$ cat src/shared/cexo_regs.vh
// Constants for the execute-stage subset: opcodes, flag positions, resets.
// Assumes inclusion by bare name from the execute-stage files.
`ifndef CEXO_REGS_VH
`define CEXO_REGS_VH
// ----------------------------------------------------------------------------
// Operation select codes
// ----------------------------------------------------------------------------
`define CEXO_OP_NOP      3'h0
`define CEXO_OP_SLEEP    3'h1
`define CEXO_OP_RRF      3'h2
`define CEXO_OP_SUBLIT   3'h3
`define CEXO_OP_SUBFILE  3'h4
`define CEXO_OP_XORLIT   3'h5
`define CEXO_OP_XORFILE  3'h6
`define CEXO_OP_SWAP     3'h7
// ----------------------------------------------------------------------------
// Status flag positions
// ----------------------------------------------------------------------------
`define CEXO_ST_C        0
`define CEXO_ST_DC       1
`define CEXO_ST_Z        2
`define CEXO_ST_PD_N     3
`define CEXO_ST_TO_N     4
// ----------------------------------------------------------------------------
// Reset values
// ----------------------------------------------------------------------------
`define CEXO_RST_ACC     8'h00
`define CEXO_RST_STATUS  5'h18
`define CEXO_RST_WDOG    8'h00
`define CEXO_RST_PRESC   8'h00
`define CEXO_WDOG_CLEAR  8'h00
`endif

$ cat src/cexo_alu.v
// Combinational ALU for the execute-stage subset.
// Assumes operands are stable for the whole instruction cycle.
`include "cexo_regs.vh"
`default_nettype none
module cexo_alu (
  input  wire [2:0] op,
  input  wire [7:0] acc,
  input  wire [7:0] operand,
  input  wire       carry_in,
  output reg  [7:0] result,
  output reg        carry_out,
  output reg        dc_out,
  output reg        upd_c,
  output reg        upd_dc,
  output reg        upd_z
);
  reg [8:0] diff;
  reg [4:0] ndiff;
  always @* begin
    diff      = {1'b0, operand} + {1'b0, ~acc} + 9'h001;
    ndiff     = {1'b0, operand[3:0]} + {1'b0, ~acc[3:0]} + 5'h01;
    result    = 8'h00;
    carry_out = carry_in;
    dc_out    = 1'b0;
    upd_c     = 1'b0;
    upd_dc    = 1'b0;
    upd_z     = 1'b0;
    case (op)
      `CEXO_OP_RRF: begin
        result    = {carry_in, operand[7:1]};
        carry_out = operand[0];
        upd_c     = 1'b1;
      end
      `CEXO_OP_SUBLIT, `CEXO_OP_SUBFILE: begin
        result    = diff[7:0];
        carry_out = diff[8];
        dc_out    = ndiff[4];
        upd_c     = 1'b1;
        upd_dc    = 1'b1;
        upd_z     = 1'b1;
      end
      `CEXO_OP_XORLIT, `CEXO_OP_XORFILE: begin
        result = acc ^ operand;
        upd_z  = 1'b1;
      end
      `CEXO_OP_SWAP: begin
        result = {operand[3:0], operand[7:4]};
      end
      default: begin
        result = 8'h00;
      end
    endcase
  end
endmodule // cexo_alu
`default_nettype wire

$ cat src/cexo_core.v
// Execute stage for sleep, rotate-right, subtract, xor and swap.
// Assumes decode supplies one op per cycle with its file value already read.
//
// Behaviour
// - Sleep clears the watchdog counter and its prescaler to zero.
// - Sleep writes power-down flag low and timeout flag high, no other flags.
// - After sleep the core halts and executes nothing until wake, passed through two flops, returns it to run.
// - Rotate right moves carry into bit 7 and bit 0 into carry, only carry changes.
// - Destination bit 0 writes the accumulator, 1 writes the file register.
// - Literal subtract places literal minus accumulator in the accumulator, C DC Z updated.
// - Literal subtract carry is 0 when accumulator exceeds literal, digit carry is 0 when its low nibble exceeds the literal's.
// - File subtract places file minus accumulator at the destination with same flag rules.
// - Xor literal places accumulator xor literal in the accumulator, only Z changes.
// - Xor file places accumulator xor file at the destination, only Z changes.
// - Nibble swap exchanges file nibbles into the destination, no flags change.
`include "cexo_regs.vh"
`default_nettype none
module cexo_core #(
  parameter ADDR_W = 7
) (
  input  wire              sys_clk,
  input  wire              rst_n,
  input  wire              instr_valid,
  input  wire [2:0]        instr_op,
  input  wire [7:0]        literal,
  input  wire [ADDR_W-1:0] file_addr,
  input  wire [7:0]        file_data,
  input  wire              dest_sel,
  input  wire              watchdog_tick,
  input  wire              wake,
  output reg  [7:0]        acc_q,
  output reg               carry_q,
  output reg               digit_carry_flag_q,
  output reg               zero_q,
  output reg               power_down_flag_n_q,
  output reg               timeout_flag_n_q,
  output reg               file_we_q,
  output reg  [ADDR_W-1:0] file_waddr_q,
  output reg  [7:0]        file_wdata_q,
  output reg  [7:0]        watchdog_counter_q,
  output reg  [7:0]        prescaler_q,
  output reg               osc_halt_q
);
  // --------------------------------------------------------------------------
  // State
  // --------------------------------------------------------------------------
  localparam [1:0] ST_RUN   = 2'b01;
  localparam [1:0] ST_SLEEP = 2'b10;
  localparam [4:0] RST_FLAGS = `CEXO_RST_STATUS;
  reg  [1:0] state_q;
  reg  [1:0] state_d;
  reg        wake_s1_q;
  reg        wake_s2_q;

  // --------------------------------------------------------------------------
  // ALU
  // --------------------------------------------------------------------------
  wire       lit_op;
  wire [7:0] operand;
  wire [7:0] result;
  wire       c_out;
  wire       dc_out;
  wire       upd_c;
  wire       upd_dc;
  wire       upd_z;
  wire       exec;

  assign lit_op  = (instr_op == `CEXO_OP_SUBLIT) || (instr_op == `CEXO_OP_XORLIT);
  assign operand = lit_op ? literal : file_data;
  assign exec    = instr_valid && (state_q == ST_RUN);

  cexo_alu u_alu (
    .op        (instr_op),
    .acc       (acc_q),
    .operand   (operand),
    .carry_in  (carry_q),
    .result    (result),
    .carry_out (c_out),
    .dc_out    (dc_out),
    .upd_c     (upd_c),
    .upd_dc    (upd_dc),
    .upd_z     (upd_z)
  );

  function writes_file;
    input [2:0] op;
    input       d;
    begin
      writes_file = d && ((op == `CEXO_OP_RRF) || (op == `CEXO_OP_SUBFILE) ||
                          (op == `CEXO_OP_XORFILE) || (op == `CEXO_OP_SWAP));
    end
  endfunction

  function writes_acc;
    input [2:0] op;
    input       d;
    begin
      writes_acc = (op == `CEXO_OP_SUBLIT) || (op == `CEXO_OP_XORLIT) ||
                   (!d && ((op == `CEXO_OP_RRF) || (op == `CEXO_OP_SUBFILE) ||
                           (op == `CEXO_OP_XORFILE) || (op == `CEXO_OP_SWAP)));
    end
  endfunction

  // --------------------------------------------------------------------------
  // Sleep state machine
  // --------------------------------------------------------------------------
  always @* begin
    state_d = state_q;
    case (state_q)
      ST_RUN: begin
        if (exec && instr_op == `CEXO_OP_SLEEP) begin
          state_d = ST_SLEEP;
        end
      end
      ST_SLEEP: begin
        if (wake_s2_q) begin
          state_d = ST_RUN;
        end
      end
      default: begin
        state_d = ST_RUN;
      end
    endcase
  end

  always @(posedge sys_clk or negedge rst_n) begin
    if (!rst_n) begin
      state_q    <= ST_RUN;
      osc_halt_q <= 1'b0;
      wake_s1_q  <= 1'b0;
      wake_s2_q  <= 1'b0;
    end else begin
      wake_s1_q  <= wake;
      wake_s2_q  <= wake_s1_q;
      state_q    <= state_d;
      osc_halt_q <= (state_d == ST_SLEEP);
    end
  end

  // --------------------------------------------------------------------------
  // Watchdog counter and prescaler
  // --------------------------------------------------------------------------
  always @(posedge sys_clk or negedge rst_n) begin
    if (!rst_n) begin
      watchdog_counter_q <= `CEXO_RST_WDOG;
      prescaler_q        <= `CEXO_RST_PRESC;
    end else if (exec && instr_op == `CEXO_OP_SLEEP) begin
      watchdog_counter_q <= `CEXO_WDOG_CLEAR;
      prescaler_q        <= `CEXO_WDOG_CLEAR;
    end else if (watchdog_tick) begin
      prescaler_q <= prescaler_q + 8'h01;
      if (prescaler_q == 8'hff) begin
        watchdog_counter_q <= watchdog_counter_q + 8'h01;
      end
    end
  end

  // --------------------------------------------------------------------------
  // Accumulator, flags and file write-back
  // --------------------------------------------------------------------------
  always @(posedge sys_clk or negedge rst_n) begin
    if (!rst_n) begin
      acc_q               <= `CEXO_RST_ACC;
      carry_q             <= RST_FLAGS[`CEXO_ST_C];
      digit_carry_flag_q  <= RST_FLAGS[`CEXO_ST_DC];
      zero_q              <= RST_FLAGS[`CEXO_ST_Z];
      power_down_flag_n_q <= RST_FLAGS[`CEXO_ST_PD_N];
      timeout_flag_n_q    <= RST_FLAGS[`CEXO_ST_TO_N];
      file_we_q           <= 1'b0;
      file_waddr_q        <= {ADDR_W{1'b0}};
      file_wdata_q        <= 8'h00;
    end else begin
      file_we_q <= 1'b0;
      if (exec) begin
        if (instr_op == `CEXO_OP_SLEEP) begin
          power_down_flag_n_q <= 1'b0;
          timeout_flag_n_q    <= 1'b1;
        end
        if (writes_acc(instr_op, dest_sel)) begin
          acc_q <= result;
        end
        if (writes_file(instr_op, dest_sel)) begin
          file_we_q    <= 1'b1;
          file_waddr_q <= file_addr;
          file_wdata_q <= result;
        end
        if (upd_c) begin
          carry_q <= c_out;
        end
        if (upd_dc) begin
          digit_carry_flag_q <= dc_out;
        end
        if (upd_z) begin
          zero_q <= (result == 8'h00);
        end
      end
    end
  end
endmodule // cexo_core
`default_nettype wire

$ cat config.mk
export PLATFORM = sky130hd
export DESIGN_NAME = cexo_core
export DESIGN_NICKNAME = d
export VERILOG_FILES = /design/src/cexo_alu.v /design/src/cexo_core.v
export VERILOG_INCLUDE_DIRS = /design/src /design/src/shared
export SDC_FILE = /design/constraint.sdc
export NUM_CORES = 1
export LEC_CHECK = 0
export BUFFER_PORTS_ARGS = -buffer_cell sky130_fd_sc_hd__buf_2
export CAP_MARGIN = 20
export CORE_UTILIZATION = 48
export DETAILED_ROUTE_END_ITERATION = 8
export PLACE_DENSITY = 0.82
export SKIP_CTS_REPAIR_TIMING = 1
export SYNTH_ARGS = -nofsm -noshare
export SYNTH_HDL_FRONTEND = slang
export SYNTH_SLANG_ARGS = --single-unit
$ cat constraint.sdc
create_clock -name sys_clk -period 2 [get_ports sys_clk]
set_input_delay 0.3 -clock sys_clk [delete_from_list [all_inputs] [get_ports sys_clk]]
set_output_delay 0.3 -clock sys_clk [all_outputs]
set_load 0.03 [all_outputs]
==> metrics.cfg <==
[setup_path]
reg2reg_to=zero_q
crit_buf_inv=2
r2r_start=acc_q[0]
crit_family=compound AO/OA/AOI/OAI gates
reg2reg_depth=9
critPathArrivalTime_ns=2.74
cpPeakStageDelay_ns=0.39
required_ns=2.20
end_kind=flop
worstPathCellList=buf_6, xor2_1, nand2_2, mux2i_1, ha_2, inv_2, fa_2, a21oi_2, o211a_1, xnor2_1, a221oi_2, nand4_1, o41ai_2
crit_fanout=5
worstSetupPathType=primary input to flop
crit_start=instr_op[1]
critPathLaunchType=primary input
crit_end=zero_q
reg2reg_slack_ns=-0.28
cp.depth=13
cp_slowest_cell=fa_2

[synth]
syn_area_um2=3100
async_flop_share_pct=100
synth_cell_types=58
synth_edf_count=0
ys_top_cells_by_count=dfrtp_1 (47), nand2_1 (45), nor2_1 (32)
synthCells=341
synth_warnings=0
syn_nets=386
yosys-top-cells-area=dfrtp_1 (38%), nand2_1 (5.5%), ha_1 (4.8%)
synth_top_area_share_pct=38.0
synth_area_leader_cell=dfrtp_1
yosys.cell_count.top_type=dfrtp_1
synth_flop_cell=dfrtp_1
ys_seq_area_share_pct=39.7
avgSynthCellArea_um2=9.08
ys_ff_latch=49

[pwr]
p_switching_mw=2.69
intPower_mw=3.21
powerDensity_nw_per_um2=1370
peakVddDrop_mv=0.944
p_total_mw=5.90
p_clk_share_pct=9.8
pwr-share-comb_pct=64.0
leakagePower_nw=2.15
swShare_pct=45.6
power_frac_seq_pct=26.2

[outcome]
status=finished, violations left
violations=setup timing

[route]
drtPass1Iterations=4
post_drt_wl_per_cell_um=16.1
drc=0
avgViaCountPerCell=5.52
drt_first_iter_violations=139
drt-total-wl_um=8770
ant_nets=0
vias=3003

[layout]
n_antenna_cell=0
regArea_um2=1230
multi_input_area_um2=1950
utilization_pct=71.3
fill_cells=456
drive_gt1_share_pct=44.6
nets=513
area_delta_synth_final_pct=39.5

[die]
die_h_um=82.3
core_area_um2=6060
start_util_pct=51.1
rows=28
dieArea_um2=6780
die_w_um=82.3
io_pins=78

[global_routing]
grt_pass1_vias=2709
grt_util_all_layers_pct=25.1
gr-total-overflow=0
grt_max_degree=50
grt_pass1_wl_um=12800
grt_antenna_before_repair=0

[placed_design]
port_buffers=76
hpwl_um=6170
globalplace.congestion=0.928

[timing]
fin_ws_ns=-0.542
fin_crit_sh_pct=127
finalMaxSlewViolations=0
max_slew_margin_pct=59.3
skew_ns=0.00631
worstMarginPinSlew_ns=0.611
setup-violations-final=16
hold_viol_final=0
finalCriticalPeriod_ns=2.54
max_freq_ghz=0.393
rsz0062_at_grt=true

[cts]
clk_latency_ns=0.31
cts_max_level=2
tritoncts=yes
cts_inserted_buffers=5
clock-sinks=49
clockBufferDepth=2
cts_root_buf=clkbuf_8
clk_pin_slew_ns=0.09

[run]
drv_cap=0

[hold_path]
min_path_type=primary input to asynchronous set/reset pin

==> cell type report <==
cell class                 instances  share of cell area (%)
clock buffer                       6                    1.68
clock inverter                     2                   0.347
sequential                        49                    28.4
timing repair buffer             138                    20.6
tap                               75                    2.17
multi-input combinational        257                    45.2
inverter                          17                    1.53
==> how the worst min path moves through the flow <==
stage          depth (start not counted)      start   endpoint  slack, ns
2_1_floorplan                          0      rst_n   acc_q[0]      0.004
3_3_place_gp                           0  wake_s1_q  wake_s2_q       0.33
3_5_place_dp                           0  wake_s1_q  wake_s2_q       0.35
4_1_cts                                2      rst_n  wake_s1_q        0.1
5_1_grt                                1       wake  wake_s1_q       0.08
6_report                               2      rst_n  wake_s1_q       0.07
==> routing by layer <==
layer / global-route usage, % / routed length [µm]
met1: 31.7 / 3610
met2: 43.1 / 4340
met4: 7.54 / 240
met5: 0 / 0
met3: 4.95 / 576
==> cells in the final DEF (no fill, tap or decap), drive strengths merged, types with 2 or more instances in the layout <==
| master | netlist | routed |
|---|---|---|
| and2 | 3 | 3 |
| xnor2 | 7 | 7 |
| buf | 16 | 138 |
| mux2i | 8 | 8 |
| nand4 | 7 | 7 |
| a211oi | 3 | 3 |
| nor3b | 3 | 3 |
| o2111a | 2 | 2 |
| a311oi | 2 | 2 |
| dfstp | 2 | 2 |
| nor2b | 5 | 5 |
| clkinvlp | 0 | 2 |
| clkbuf | 2 | 6 |
| mux2 | 11 | 11 |
| o31ai | 2 | 2 |
| a221oi | 2 | 2 |
| and3 | 4 | 4 |
| nand3 | 9 | 9 |
| a21oi | 29 | 29 |
| nor3 | 4 | 4 |
| and4b | 3 | 3 |
| o21bai | 3 | 3 |
| xor2 | 13 | 13 |
| a31oi | 2 | 2 |
| nand2 | 45 | 45 |
| dfrtp | 47 | 47 |
| nor2 | 32 | 32 |
| or3 | 4 | 4 |
| o21a | 2 | 2 |
| inv | 17 | 17 |
| o21ai | 19 | 19 |
| o211a | 2 | 2 |
| ha | 12 | 12 |
| nand2b | 5 | 5 |
==> registers in the layout, indices dropped and copies added (netlist names) <==
name                 cells
acc_q                    8
file_wdata_q             8
prescaler_q              8
watchdog_counter_q       8
file_waddr_q             7
state_q                  2
carry_q                  1
digit_carry_flag_q       1
file_we_q                1
osc_halt_q               1
power_down_flag_n_q      1
wake_s1_q                1
wake_s2_q                1
zero_q                   1
==> cell families after synthesis <==
family                   after synthesis  synth area share, %
XOR/XNOR                              20                 5.65
AO/OA/AOI/OAI                         75                 16.3
flip-flops                            49                 39.7
adder cells (fa/ha/maj)               14                 5.82
buffers and inverters                 35                 5.61
other                                  1                0.121
AND/OR/NAND/NOR                      128                 20.2
multiplexers                          19                 6.58
==> per-stage QoR <==
stage | worst slack [ns] | cells | area (µm²) | hold WS [ns] | TNS [ns]
2_1_floorplan | -0.814 | 341 | 3250 | 0.00441 | -9.25
3_3_place_gp | -0.807 | 525 | 3960 | 0.332 | -10.13
3_5_place_dp | -0.817 | 525 | 3960 | 0.353 | -10.78
4_1_cts | -0.527 | 533 | 4050 | 0.0955 | -5.59
5_1_grt | -0.630 | 544 | 4320 | 0.0817 | -6.38
6_report | -0.542 | 544 | 4320 | 0.0748 | -5.31
==> power by group through the flow <==
stage | sequential, mW | combinational (mW) | clock (mW)
final | 1.55 | 3.78 | 0.581
after global routing | 1.59 | 4.07 | 0.635
after CTS | 1.54 | 3.26 | 0.594
after detailed placement | 1.56 | 3.25 | 0
after global placement | 1.54 | 3.18 | 0
after floorplan | 2.13 | 1.57 | 0
Power figures use the tool's default switching activity.
